**config.mk**
```make
export PLATFORM = sky130hd
export DESIGN_NAME = hbd_top
export DESIGN_NICKNAME = d
export VERILOG_FILES = /design/src/hdl/hbd_pkg.sv /design/src/hdl/hbd_debounce.sv /design/src/hdl/hbd_tick_gen.sv /design/src/hdl/hbd_top.sv
export SDC_FILE = /design/constraint.sdc
export NUM_CORES = 1
export LEC_CHECK = 0
export BUFFER_PORTS_ARGS = -buffer_cell sky130_fd_sc_hd__buf_2
export CORE_MARGIN = 3
export CORE_UTILIZATION = 60
export CTS_BUF_LIST = sky130_fd_sc_hd__clkbuf_4
export DETAILED_ROUTE_END_ITERATION = 10
export PLACE_DENSITY = 0.9
export SLEW_MARGIN = 20
export SYNTH_ARGS = -nofsm -noshare
export SYNTH_HDL_FRONTEND = slang
export SYNTH_HIERARCHICAL = 1
export SYNTH_SLANG_ARGS = --single-unit
```
**constraint.sdc**
```tcl
create_clock -name i_clk_sys -period 6.1 [get_ports i_clk_sys]
set_input_delay 0.915 -clock i_clk_sys [delete_from_list [all_inputs] [get_ports i_clk_sys]]
set_output_delay 0.915 -clock i_clk_sys [all_outputs]
set_load 0.01 [all_outputs]
```
**src/hdl/hbd_pkg.sv**
```systemverilog
// shared constants for the headset and button detection block
`default_nettype none

package hbd_pkg;

  // ==========================================================================
  // timing
  // ==========================================================================
  localparam int unsigned CLK_HZ               = 20_000_000;
  localparam int unsigned BASE_TICK_US         = 1000;
  localparam int unsigned BASE_TICK_CYCLES     = BASE_TICK_US * (CLK_HZ / 1_000_000);
  localparam int unsigned TICK_W               = 7;
  localparam int unsigned JACK_DEBOUNCE_MS_MIN = 16;
  localparam int unsigned JACK_TICK_MS_MIN     = 2;
  localparam int unsigned BTN_DEBOUNCE_MS_MIN  = 8;
  localparam int unsigned BTN_TICK_MS_MIN      = 1;
  localparam int unsigned DEBOUNCE_SAMPLES     = JACK_DEBOUNCE_MS_MIN / JACK_TICK_MS_MIN;

  // ==========================================================================
  // register map
  // ==========================================================================
  localparam int unsigned ADDR_W        = 7;
  localparam logic [6:0]  REG_DETECT_A  = 7'h0D;
  localparam logic [6:0]  REG_DETECT_B  = 7'h0E;
  localparam logic [7:0]  RESET_A       = 8'h00;
  localparam logic [7:0]  RESET_B       = 8'h00;
  localparam logic [7:0]  RDATA_UNMAPPED = 8'h00;

  localparam int unsigned A_DET_EN_BIT  = 7;
  localparam int unsigned A_TYPE_LSB    = 5;
  localparam int unsigned A_JACK_DB_LSB = 2;
  localparam int unsigned A_BTN_DB_LSB  = 0;
  localparam int unsigned B_AC_BIT      = 7;
  localparam int unsigned B_FDIFF_BIT   = 6;
  localparam int unsigned B_PRESS_BIT   = 5;
  localparam int unsigned B_PRESENT_BIT = 4;
  localparam int unsigned B_PDIFF_BIT   = 3;

  localparam logic [2:0]  JACK_DB_MAX_CODE = 3'h5;
  localparam logic [2:0]  JACK_TICK_SLOWEST = 3'h6;
  localparam logic [1:0]  BTN_DB_OFF       = 2'h0;
  localparam logic [2:0]  RSVD_B_VALUE     = 3'h0;

  typedef enum logic [1:0] {
    HS_NONE   = 2'h0,
    HS_STEREO = 2'h1,
    HS_CELL   = 2'h2,
    HS_BOTH   = 2'h3
  } headset_type_t;

endpackage

`default_nettype wire

```
**src/hdl/hbd_debounce.sv**
```systemverilog
// glitch suppression: output follows input after N stable sampling ticks
`timescale 1ns/1ps
`default_nettype none

module hbd_debounce #(
  parameter int unsigned SAMPLES = hbd_pkg::DEBOUNCE_SAMPLES
) (
  input  wire logic i_clk_sys,
  input  wire logic i_rst_n,
  input  wire logic i_en,
  input  wire logic i_bypass,
  input  wire logic i_tick,
  input  wire logic i_raw,
  output logic      o_state
);

  localparam int unsigned CNT_W = $clog2(SAMPLES) + 1;

  typedef struct packed {
    logic             stable;
    logic [CNT_W-1:0] cnt;
  } deb_state_t;

  deb_state_t st_q;
  deb_state_t st_d;

  // ==========================================================================
  // next state
  // ==========================================================================
  always_comb begin
    st_d = st_q;
    if (!i_en) begin
      st_d.stable = 1'b0;
      st_d.cnt    = '0;
    end else if (i_bypass) begin
      st_d.stable = i_raw;
      st_d.cnt    = '0;
    end else if (i_raw == st_q.stable) begin
      // any bounce back restarts the whole interval
      st_d.cnt = '0;
    end else if (i_tick) begin
      if (st_q.cnt == CNT_W'(SAMPLES - 1)) begin
        st_d.stable = i_raw;
        st_d.cnt    = '0;
      end else begin
        st_d.cnt = st_q.cnt + CNT_W'(1);
      end
    end
  end

  always_ff @(posedge i_clk_sys or negedge i_rst_n) begin
    if (!i_rst_n) begin
      st_q <= '0;
    end else begin
      st_q <= st_d;
    end
  end

  assign o_state = st_q.stable;
endmodule

`default_nettype wire

```
**src/hdl/hbd_tick_gen.sv**
```systemverilog
// millisecond sampling tick generator, 1 ms to 64 ms in powers of two
`timescale 1ns/1ps
`default_nettype none

module hbd_tick_gen #(
  parameter int unsigned BASE_CYCLES = hbd_pkg::BASE_TICK_CYCLES
) (
  input  wire logic                      i_clk_sys,
  input  wire logic                      i_rst_n,
  input  wire logic                      i_en,
  output logic [hbd_pkg::TICK_W-1:0]     o_tick
);

  localparam int unsigned CW = (BASE_CYCLES > 2) ? $clog2(BASE_CYCLES) : 1;

  typedef struct packed {
    logic [CW-1:0]               base_cnt;
    logic [5:0]                  ms_cnt;
    logic [hbd_pkg::TICK_W-1:0]  tick;
  } tick_state_t;

  tick_state_t st_q;
  tick_state_t st_d;

  // ==========================================================================
  // next state
  // ==========================================================================
  always_comb begin
    st_d      = st_q;
    st_d.tick = '0;
    if (!i_en) begin
      // restart so the first tick after enable is a full period away
      st_d.base_cnt = '0;
      st_d.ms_cnt   = '0;
    end else if (st_q.base_cnt == CW'(BASE_CYCLES - 1)) begin
      st_d.base_cnt = '0;
      st_d.ms_cnt   = st_q.ms_cnt + 6'h01;
      st_d.tick[0]  = 1'b1;
      for (int i = 1; i < hbd_pkg::TICK_W; i++) begin
        st_d.tick[i] = ((st_q.ms_cnt & 6'((7'h01 << i) - 7'h01)) == 6'((7'h01 << i) - 7'h01));
      end
    end else begin
      st_d.base_cnt = st_q.base_cnt + CW'(1);
    end
  end

  always_ff @(posedge i_clk_sys or negedge i_rst_n) begin
    if (!i_rst_n) begin
      st_q <= '0;
    end else begin
      st_q <= st_d;
    end
  end

  assign o_tick = st_q.tick;

endmodule

`default_nettype wire

```
**src/hdl/hbd_top.sv**
```systemverilog
// headset jack and button press detection with its register pair
// ============================================================================
// ============================================================================
`timescale 1ns/1ps
`default_nettype none

module hbd_top #(
  parameter int unsigned BASE_TICK_CYCLES = hbd_pkg::BASE_TICK_CYCLES
) (
  input  wire logic                        i_clk_sys,
  input  wire logic                        i_rst_n,
  input  wire logic [hbd_pkg::ADDR_W-1:0]  i_reg_addr,
  input  wire logic                        i_reg_wr,
  input  wire logic                        i_reg_rd,
  input  wire logic [7:0]                  i_reg_wdata,
  input  wire logic                        i_jack_stereo,
  input  wire logic                        i_jack_cell,
  input  wire logic                        i_button,
  output logic [7:0]                       o_reg_rdata,
  output logic [1:0]                       o_headset_type,
  output logic                             o_headset_present,
  output logic                             o_button_flag,
  output logic                             o_drv_ac_coupled,
  output logic                             o_drv_fully_diff,
  output logic                             o_drv_pseudo_diff
);

  // ==========================================================================
  // reset release
  // ==========================================================================
  logic [1:0] rst_sync_q;
  logic       rst_n_q;

  always_ff @(posedge i_clk_sys or negedge i_rst_n) begin
    if (!i_rst_n) begin
      rst_sync_q <= 2'h0;
    end else begin
      rst_sync_q <= {rst_sync_q[0], 1'b1};
    end
  end

  assign rst_n_q = rst_sync_q[1];

  // ==========================================================================
  // state
  // ==========================================================================
  // bit 0 stereo comparator, 1 cellular comparator, 2 button
  typedef struct packed {
    logic [2:0] sync1;
    logic [2:0] sync2;
    logic [2:0] sync3;
    logic [2:0] filt;
    logic       det_en;
    logic [2:0] jack_db;
    logic [1:0] btn_db;
    logic       ac_coupled;
    logic       fully_diff;
    logic       pseudo_diff;
    logic       press_flag;
    logic       btn_prev;
    logic       present;
    logic [7:0] rdata;
  } top_state_t;

  top_state_t st_q;
  top_state_t st_d;

  logic [hbd_pkg::TICK_W-1:0] tick;
  logic                       stereo_db;
  logic                       cell_db;
  logic                       button_db;
  logic                       jack_tick;
  logic                       btn_tick;
  logic                       press_evt;
  logic                       rd_a;
  logic                       rd_b;
  logic                       wr_a;
  logic                       wr_b;
  logic [1:0]                 hs_type;

  // ==========================================================================
  // tick selection
  // ==========================================================================
  // reserved jack codes fall back to the slowest rate rather than a fast one
  function automatic logic [2:0] jack_tick_idx(input logic [2:0] code);
    if (code > hbd_pkg::JACK_DB_MAX_CODE) begin
      return hbd_pkg::JACK_TICK_SLOWEST;
    end
    return code + 3'h1;
  endfunction

  function automatic logic [2:0] btn_tick_idx(input logic [1:0] code);
    if (code == hbd_pkg::BTN_DB_OFF) begin
      return 3'h0;
    end
    return {1'b0, code} - 3'h1;
  endfunction

  assign jack_tick = tick[jack_tick_idx(st_q.jack_db)];
  assign btn_tick  = tick[btn_tick_idx(st_q.btn_db)];

  // ==========================================================================
  // sampling and debounce
  // ==========================================================================
  hbd_tick_gen #(
    .BASE_CYCLES (BASE_TICK_CYCLES)
  ) u_tick (
    .i_clk_sys (i_clk_sys),
    .i_rst_n   (rst_n_q),
    .i_en      (st_q.det_en),
    .o_tick    (tick)
  );

  hbd_debounce #(
    .SAMPLES (hbd_pkg::DEBOUNCE_SAMPLES)
  ) u_deb_stereo (
    .i_clk_sys (i_clk_sys),
    .i_rst_n   (rst_n_q),
    .i_en      (st_q.det_en),
    .i_bypass  (1'b0),
    .i_tick    (jack_tick),
    .i_raw     (st_q.filt[0]),
    .o_state   (stereo_db)
  );

  hbd_debounce #(
    .SAMPLES (hbd_pkg::DEBOUNCE_SAMPLES)
  ) u_deb_cell (
    .i_clk_sys (i_clk_sys),
    .i_rst_n   (rst_n_q),
    .i_en      (st_q.det_en),
    .i_bypass  (1'b0),
    .i_tick    (jack_tick),
    .i_raw     (st_q.filt[1]),
    .o_state   (cell_db)
  );

  hbd_debounce #(
    .SAMPLES (hbd_pkg::BTN_DEBOUNCE_MS_MIN / hbd_pkg::BTN_TICK_MS_MIN)
  ) u_deb_button (
    .i_clk_sys (i_clk_sys),
    .i_rst_n   (rst_n_q),
    .i_en      (st_q.det_en),
    .i_bypass  (st_q.btn_db == hbd_pkg::BTN_DB_OFF),
    .i_tick    (btn_tick),
    .i_raw     (st_q.filt[2]),
    .o_state   (button_db)
  );

  // debouncers are cleared while detection is off, so type reads none
  assign hs_type   = {cell_db, stereo_db};
  assign press_evt = st_q.det_en && button_db && !st_q.btn_prev;

  // ==========================================================================
  // register access decode
  // ==========================================================================
  assign rd_a = i_reg_rd && (i_reg_addr == hbd_pkg::REG_DETECT_A);
  assign rd_b = i_reg_rd && (i_reg_addr == hbd_pkg::REG_DETECT_B);
  assign wr_a = i_reg_wr && (i_reg_addr == hbd_pkg::REG_DETECT_A);
  assign wr_b = i_reg_wr && (i_reg_addr == hbd_pkg::REG_DETECT_B);

  // ==========================================================================
  // next state
  // ==========================================================================
  always_comb begin
    st_d = st_q;

    st_d.sync1 = {i_button, i_jack_cell, i_jack_stereo};
    st_d.sync2 = st_q.sync1;
    st_d.sync3 = st_q.sync2;
    for (int i = 0; i < 3; i++) begin
      if (st_q.sync2[i] == st_q.sync3[i]) begin
        st_d.filt[i] = st_q.sync3[i];
      end
    end

    st_d.btn_prev = button_db;
    st_d.present  = |hs_type;

    if (wr_a) begin
      st_d.det_en  = i_reg_wdata[hbd_pkg::A_DET_EN_BIT];
      st_d.jack_db = i_reg_wdata[hbd_pkg::A_JACK_DB_LSB +: 3];
      st_d.btn_db  = i_reg_wdata[hbd_pkg::A_BTN_DB_LSB +: 2];
    end
    if (wr_b) begin
      st_d.ac_coupled  = i_reg_wdata[hbd_pkg::B_AC_BIT];
      st_d.fully_diff  = i_reg_wdata[hbd_pkg::B_FDIFF_BIT];
      st_d.pseudo_diff = i_reg_wdata[hbd_pkg::B_PDIFF_BIT];
    end

    // a press landing in the clearing read survives to the next read
    if (press_evt) begin
      st_d.press_flag = 1'b1;
    end else if (rd_b) begin
      st_d.press_flag = 1'b0;
    end

    if (rd_a) begin
      st_d.rdata = '0;
      st_d.rdata[hbd_pkg::A_DET_EN_BIT]       = st_q.det_en;
      st_d.rdata[hbd_pkg::A_TYPE_LSB +: 2]    = hs_type;
      st_d.rdata[hbd_pkg::A_JACK_DB_LSB +: 3] = st_q.jack_db;
      st_d.rdata[hbd_pkg::A_BTN_DB_LSB +: 2]  = st_q.btn_db;
    end else if (rd_b) begin
      st_d.rdata = '0;
      st_d.rdata[hbd_pkg::B_AC_BIT]      = st_q.ac_coupled;
      st_d.rdata[hbd_pkg::B_FDIFF_BIT]   = st_q.fully_diff;
      st_d.rdata[hbd_pkg::B_PRESS_BIT]   = st_q.press_flag;
      st_d.rdata[hbd_pkg::B_PRESENT_BIT] = st_q.present;
      st_d.rdata[hbd_pkg::B_PDIFF_BIT]   = st_q.pseudo_diff;
    end else if (i_reg_rd) begin
      st_d.rdata = hbd_pkg::RDATA_UNMAPPED;
    end
  end

  always_ff @(posedge i_clk_sys or negedge rst_n_q) begin
    if (!rst_n_q) begin
      st_q <= '0;
    end else begin
      st_q <= st_d;
    end
  end

  // ==========================================================================
  // outputs
  // ==========================================================================
  assign o_reg_rdata       = st_q.rdata;
  assign o_headset_type    = hs_type;
  assign o_headset_present = st_q.present;
  assign o_button_flag     = st_q.press_flag;
  assign o_drv_ac_coupled  = st_q.ac_coupled;
  assign o_drv_fully_diff  = st_q.fully_diff;
  assign o_drv_pseudo_diff = st_q.pseudo_diff;
endmodule

`default_nettype wire

```
## After elaboration in Yosys (flattened, before gate mapping)

Index checks and enable logic that the tools add are counted.

| storage, ports and cells | value |
|---|---|
| register bits | 77 |
| logic and storage cells | 117 |

| cells by class | value |
|---|---|
| $add $sub $neg | 7 |
| order comparisons | 3 |
| equality and inequality tests | 29 |
| multiplexer cells | 38 |
| reduce and logical (&&, ||, !) cells | 14 |

Operators with widths:

| kind | number |
|---|---|
| 5-bit two-way mux | 7 |
| 4-bit two-way mux | 6 |
| 8-bit two-way mux | 3 |
| 21-bit two-way mux | 1 |
| 15-bit by 1-bit adder with 15-bit output, second input constant | 1 |
| 15-bit equality test, second input constant | 1 |
| 15-bit two-way mux | 1 |
| 7-bit by 4-bit equality test with 1-bit output, second input constant | 2 |
| 13-bit two-way mux | 1 |
| 4-bit by 1-bit adder with 4-bit output, second input constant | 3 |
| 4-bit by 3-bit equality test with 1-bit output, second input constant | 3 |
| 1-bit two-way mux | 12 |
| 3-bit two-way mux | 4 |
| 3-bit by 1-bit != test with 1-bit output, second input constant | 4 |
| 3-bit AND reduction | 3 |
| 3-bit by 4-bit < comparator with 1-bit output, second input constant | 2 |
| 2-bit by 1-bit != test with 1-bit output, second input constant | 4 |
| 7-bit two-way mux | 1 |
| 6-bit by 1-bit adder with 6-bit output, second input constant | 1 |
| 1-bit binary-select mux with 3-bit select | 2 |
| 1-bit equality test | 6 |
| 6-bit equality test, second input constant | 1 |
| 1-bit logical AND | 6 |
| 5-bit equality test, second input constant | 1 |
| other kinds (14) | 15 |

## Longest topological paths before layout

| logic depth | value |
|---|---|
| word-level depth | 9 |
| gate-level depth with buffers | 9 |
| depth with buffers taken out | 9 |

## Hierarchy

Netlist, hierarchy kept.

Modules (own cells, without submodules):

| module | times used | cells an instance | area an instance (um^2) | seq. area each (um^2) |
|---|---|---|---|---|
| hbd_top | 1 | 105 | 1425.1 | 850.8 |
| hbd_tick_gen | 1 | 119 | 1281.2 | 700.7 |
| hbd_debounce | 3 | 26 | 261.5 | 125.1 |

## Least setup slack after synthesis

OpenSTA, ideal clock, no wires.

| path | value |
|---|---|
| path kind | register to register |
| start | register st_q[16] (netlist name) |
| end | register u_deb_cell/st_q[3] (netlist bit) |
| library setup time | 75 ps |
| data arrival time | 2297 ps |
| required time | 6025 ps |
| path slack | 3728 ps |
| stages on the path, launching flop included | 9 |
| buffers on the path | 0 |
| cell sequence | dfrtp_1 > ha_1 > o21bai_1 > mux2_2 > nand2_1 > a41oi_1 > nand4_1 > or3_1 > a21oi_2 |

RTL lines:

| what | line | RTL |
|---|---|---|
| end signal: assignment | hbd_debounce.sv:55 | `st_q <= st_d;` |
| end: declaration | hbd_debounce.sv:24 | `deb_state_t st_q;` |

==> metrics <==
Worst Path Buf+Inv=0; Primary FF master, synth=dfrtp_1; Slew HR=0.331; number of flops mapped to enable cells by yosys=0; CP Data Required Time=6460 ps; # nets final=364; GRT Resource Usage Total=0.198; Distinct cells, synth=46; RSZ-0062 raised after global routing=false; gr ovfl total=0; Inserted Clock Buffers=9; MaxCap Viol Count=0; drt first-iter violations=roughly 110; Crit-path slowest cell=a41oi_1; top cells by area, synth=dfrtp_1 55%, buf_4 3.7%, mux2_2 3.5%, ha_1 3.2%, xor2_1 2.8%; Clock Path Buffers=2; Die Width=82.3 um; Critical Path Max Stage Delay=about 800 ps; CTS tree=done; IO Port Bufs=35; design area=approximately 0.0038 mm^2; overall power=0.947 mW; run status=complete, no violations; H-tree depth=3; Fmax=0.358 GHz; Worst Path Arrival=~3200 ps; placed cells=394; flops & latches, synth=77; via count=2315; Reg clk slew, reported paths=130 ps; post-route setup TNS=0 ps; Max Slew Vio Count=0; DPL Wire Length=4210 um; Final setup viols=0; IO Count=37; DIE AREA=0.00677 mm^2; Avg WL per Cell=14.8 um; Area Overhead vs Synth=9.00%; Crit Path Max Fanout=10; ys async rst share=1.00; DRC Markers=0; first-pass GRT wire length=10100 um; Post-CTS Hold Buffers=0; gp weighted congestion=0.852; post-synthesis sequential area ratio=0.552; Pre-antenna DRT Iters=4; mapped cell area=0.00349 mm^2; clk root buf=clkbuf_4; maximum vdd drop=132 uV; LEAKAGE=1.72 nW; largest net degree at the start of global routing=76; row count=27; Final Skew=15.3 ps; Synth top area share=0.552; crit path kind=reg2reg; cell family contributing the most delay on the critical path=compound AO/OA/AOI/OAI gates; post-route insts no fill=410; Final WS setup=3300 ps; area post-placement=about 0.0036 mm^2; post-route ant nets=0; CP startpoint kind=flip-flop; final hold violations=0; Syn Area/Cell=~12 um^2; # Post-CTS Setup Buffers=0; vias in the first global route=2296; Post-Synthesis Cells=302; Final Cycle Share=0.458; Chip Height=82.3 um; pwr/cell area=between 200 and 250 mW/mm^2; Hold Path Class=in2async; YS warnings=6; minimum clock period=2800 ps; Worst Setup End Kind=flip-flop; Ant. Diodes=0; post-DR vias/cell=5.65; # resized after CTS=0; Core Area=0.00557 mm^2; CP cell instances=ha_1 -> o21bai_1 -> mux2_2 -> nand2_1 -> a41oi_1 -> nand4_1 -> or3_1 -> a21oi_2; Routed WL=6050 um; Slew @ Worst Pin=990 ps; largest area contributor in the netlist=dfrtp_1; Initial Utilization=0.626; initial antenna violation count=0; share of layout cells above drive strength 1=0.225; DP Worst Slack=between 3000 and 4000 ps; Sink Count=77; later-pin clock latency in the skew report=420 ps
-- sequential cells by signal, summed over array words and instances (netlist names) --
signal and flops:
u_deb_cell/st_q 4, rst_sync_q 2, o_drv_ac_coupled 1, st_d 6, u_deb_cell/o_state 1, u_deb_button/st_q 4, st_q 13, u_deb_stereo/st_q 4
o_headset_present 1, u_deb_stereo/o_state 1, u_deb_button/o_state 1, o_drv_fully_diff 1, o_drv_pseudo_diff 1, u_tick/o_tick 7, o_reg_rdata 8, u_tick/st_q 21
o_button_flag 1
-- stage by stage --
stage	utilization	hold slack, ps
floorplan	-	331
global placement	0.653	331
detailed placement	0.653	335
CTS	0.683	230
global route	0.683	224
finish	0.683	258
-- cells by family (layout without fill, tap and decap cells) --
kind of cell	count (synthesis)	in the layout	share of synthesized area
buffers and inverters	33	66	0.0541
multiplexers	19	19	0.0620
other	2	5	0.00215
XOR/XNOR	20	20	0.0502
AND/OR/NAND/NOR	100	100	0.153
adder cells (fa/ha/maj)	12	12	0.0409
AO/OA/AOI/OAI	39	39	0.0860
flip-flops	77	77	0.552
-- cell type report --
cell class | count | area [um^2]
repair buffers | 36 | 183
well taps | 72 | 90.1
clock inverters | 7 | 97.6
fillers | 405 | 1770
inverters | 14 | 52.6
flip-flops and latches | 77 | 1930
multi-input cells | 195 | 1390
clock buffers | 9 | 67.6
-- placed cells by master, fill, tap and decap left out, drive strengths merged, types with 4 or more instances in the layout --
cell      n
nand3     7
xor2     11
inv      15
dfrtp    77
nand4     7
nor3      4
and2      6
clkbuf    9
conb      5
o2bb2ai   5
ha        9
a41oi     4
nand3b    4
mux2     11
a22oi     5
or3       4
a22o      6
nor2     25
a21oi    10
mux2i     7
nand2    25
xnor2     9
buf      36
-- report_power, final --
part | internal, mW | switching, mW
combinational | 0.0252 | 0.0353
sequential | 0.524 | 0.0147
clock | 0.168 | 0.180
-- final timing paths --
path | to | depth (start not counted) | slack, ps | startpoint
max | u_deb_stereo/st_q[3] | 8 | 3300 | st_q[16]
min | rst_sync_q[1] | 1 | 260 | i_rst_n
max reg2reg | u_deb_stereo/st_q[3] | 8 | 3300 | st_q[16]
min reg2reg | st_d[23] | 0 | 360 | st_d[26]
max in group asynchronous | u_deb_button/st_q[2] | 1 | 5040 | rst_sync_q[1]
min in group i_clk_sys | st_d[23] | 0 | 360 | st_d[26]
-- per-layer routing --
layer | wire, um | global-route usage | part of all wire | up-vias
li1 | - | - | - | 1104
met1 | 2690 | 0.239 | 0.44 | 1144
met2 | 2930 | 0.337 | 0.48 | 57
met3 | 301 | 0.0325 | 0.050 | 10
met4 | 130 | 0.110 | 0.021 | 0
met5 | 0 | 0 | 0 | -
-- Yosys cell counts, types with 2 or more instances --
master / number
a41oi_1: 4
o21ai_0: 2
buf_4: 17
inv_1: 13
nor4_1: 3
and4_1: 2
mux2_2: 11
and2_1: 6
mux2i_1: 7
o31ai_1: 2
xor2_1: 11
nor2_1: 24
nand2_1: 23
nand3b_1: 4
dfrtp_1: 77
maj3_1: 3
or4_1: 3
conb_1: 2
a22oi_1: 5
a311o_1: 3
nand3_1: 7
or3_1: 4
and3_1: 2
nand4_1: 7
nor2b_1: 2
xnor2_1: 9
a21oi_2: 3
a21oi_1: 7
ha_1: 9
o2bb2ai_1: 5
nor3_1: 4
or2_2: 2
a22o_1: 6
No activity file was read; power rests on OpenSTA's default activity.
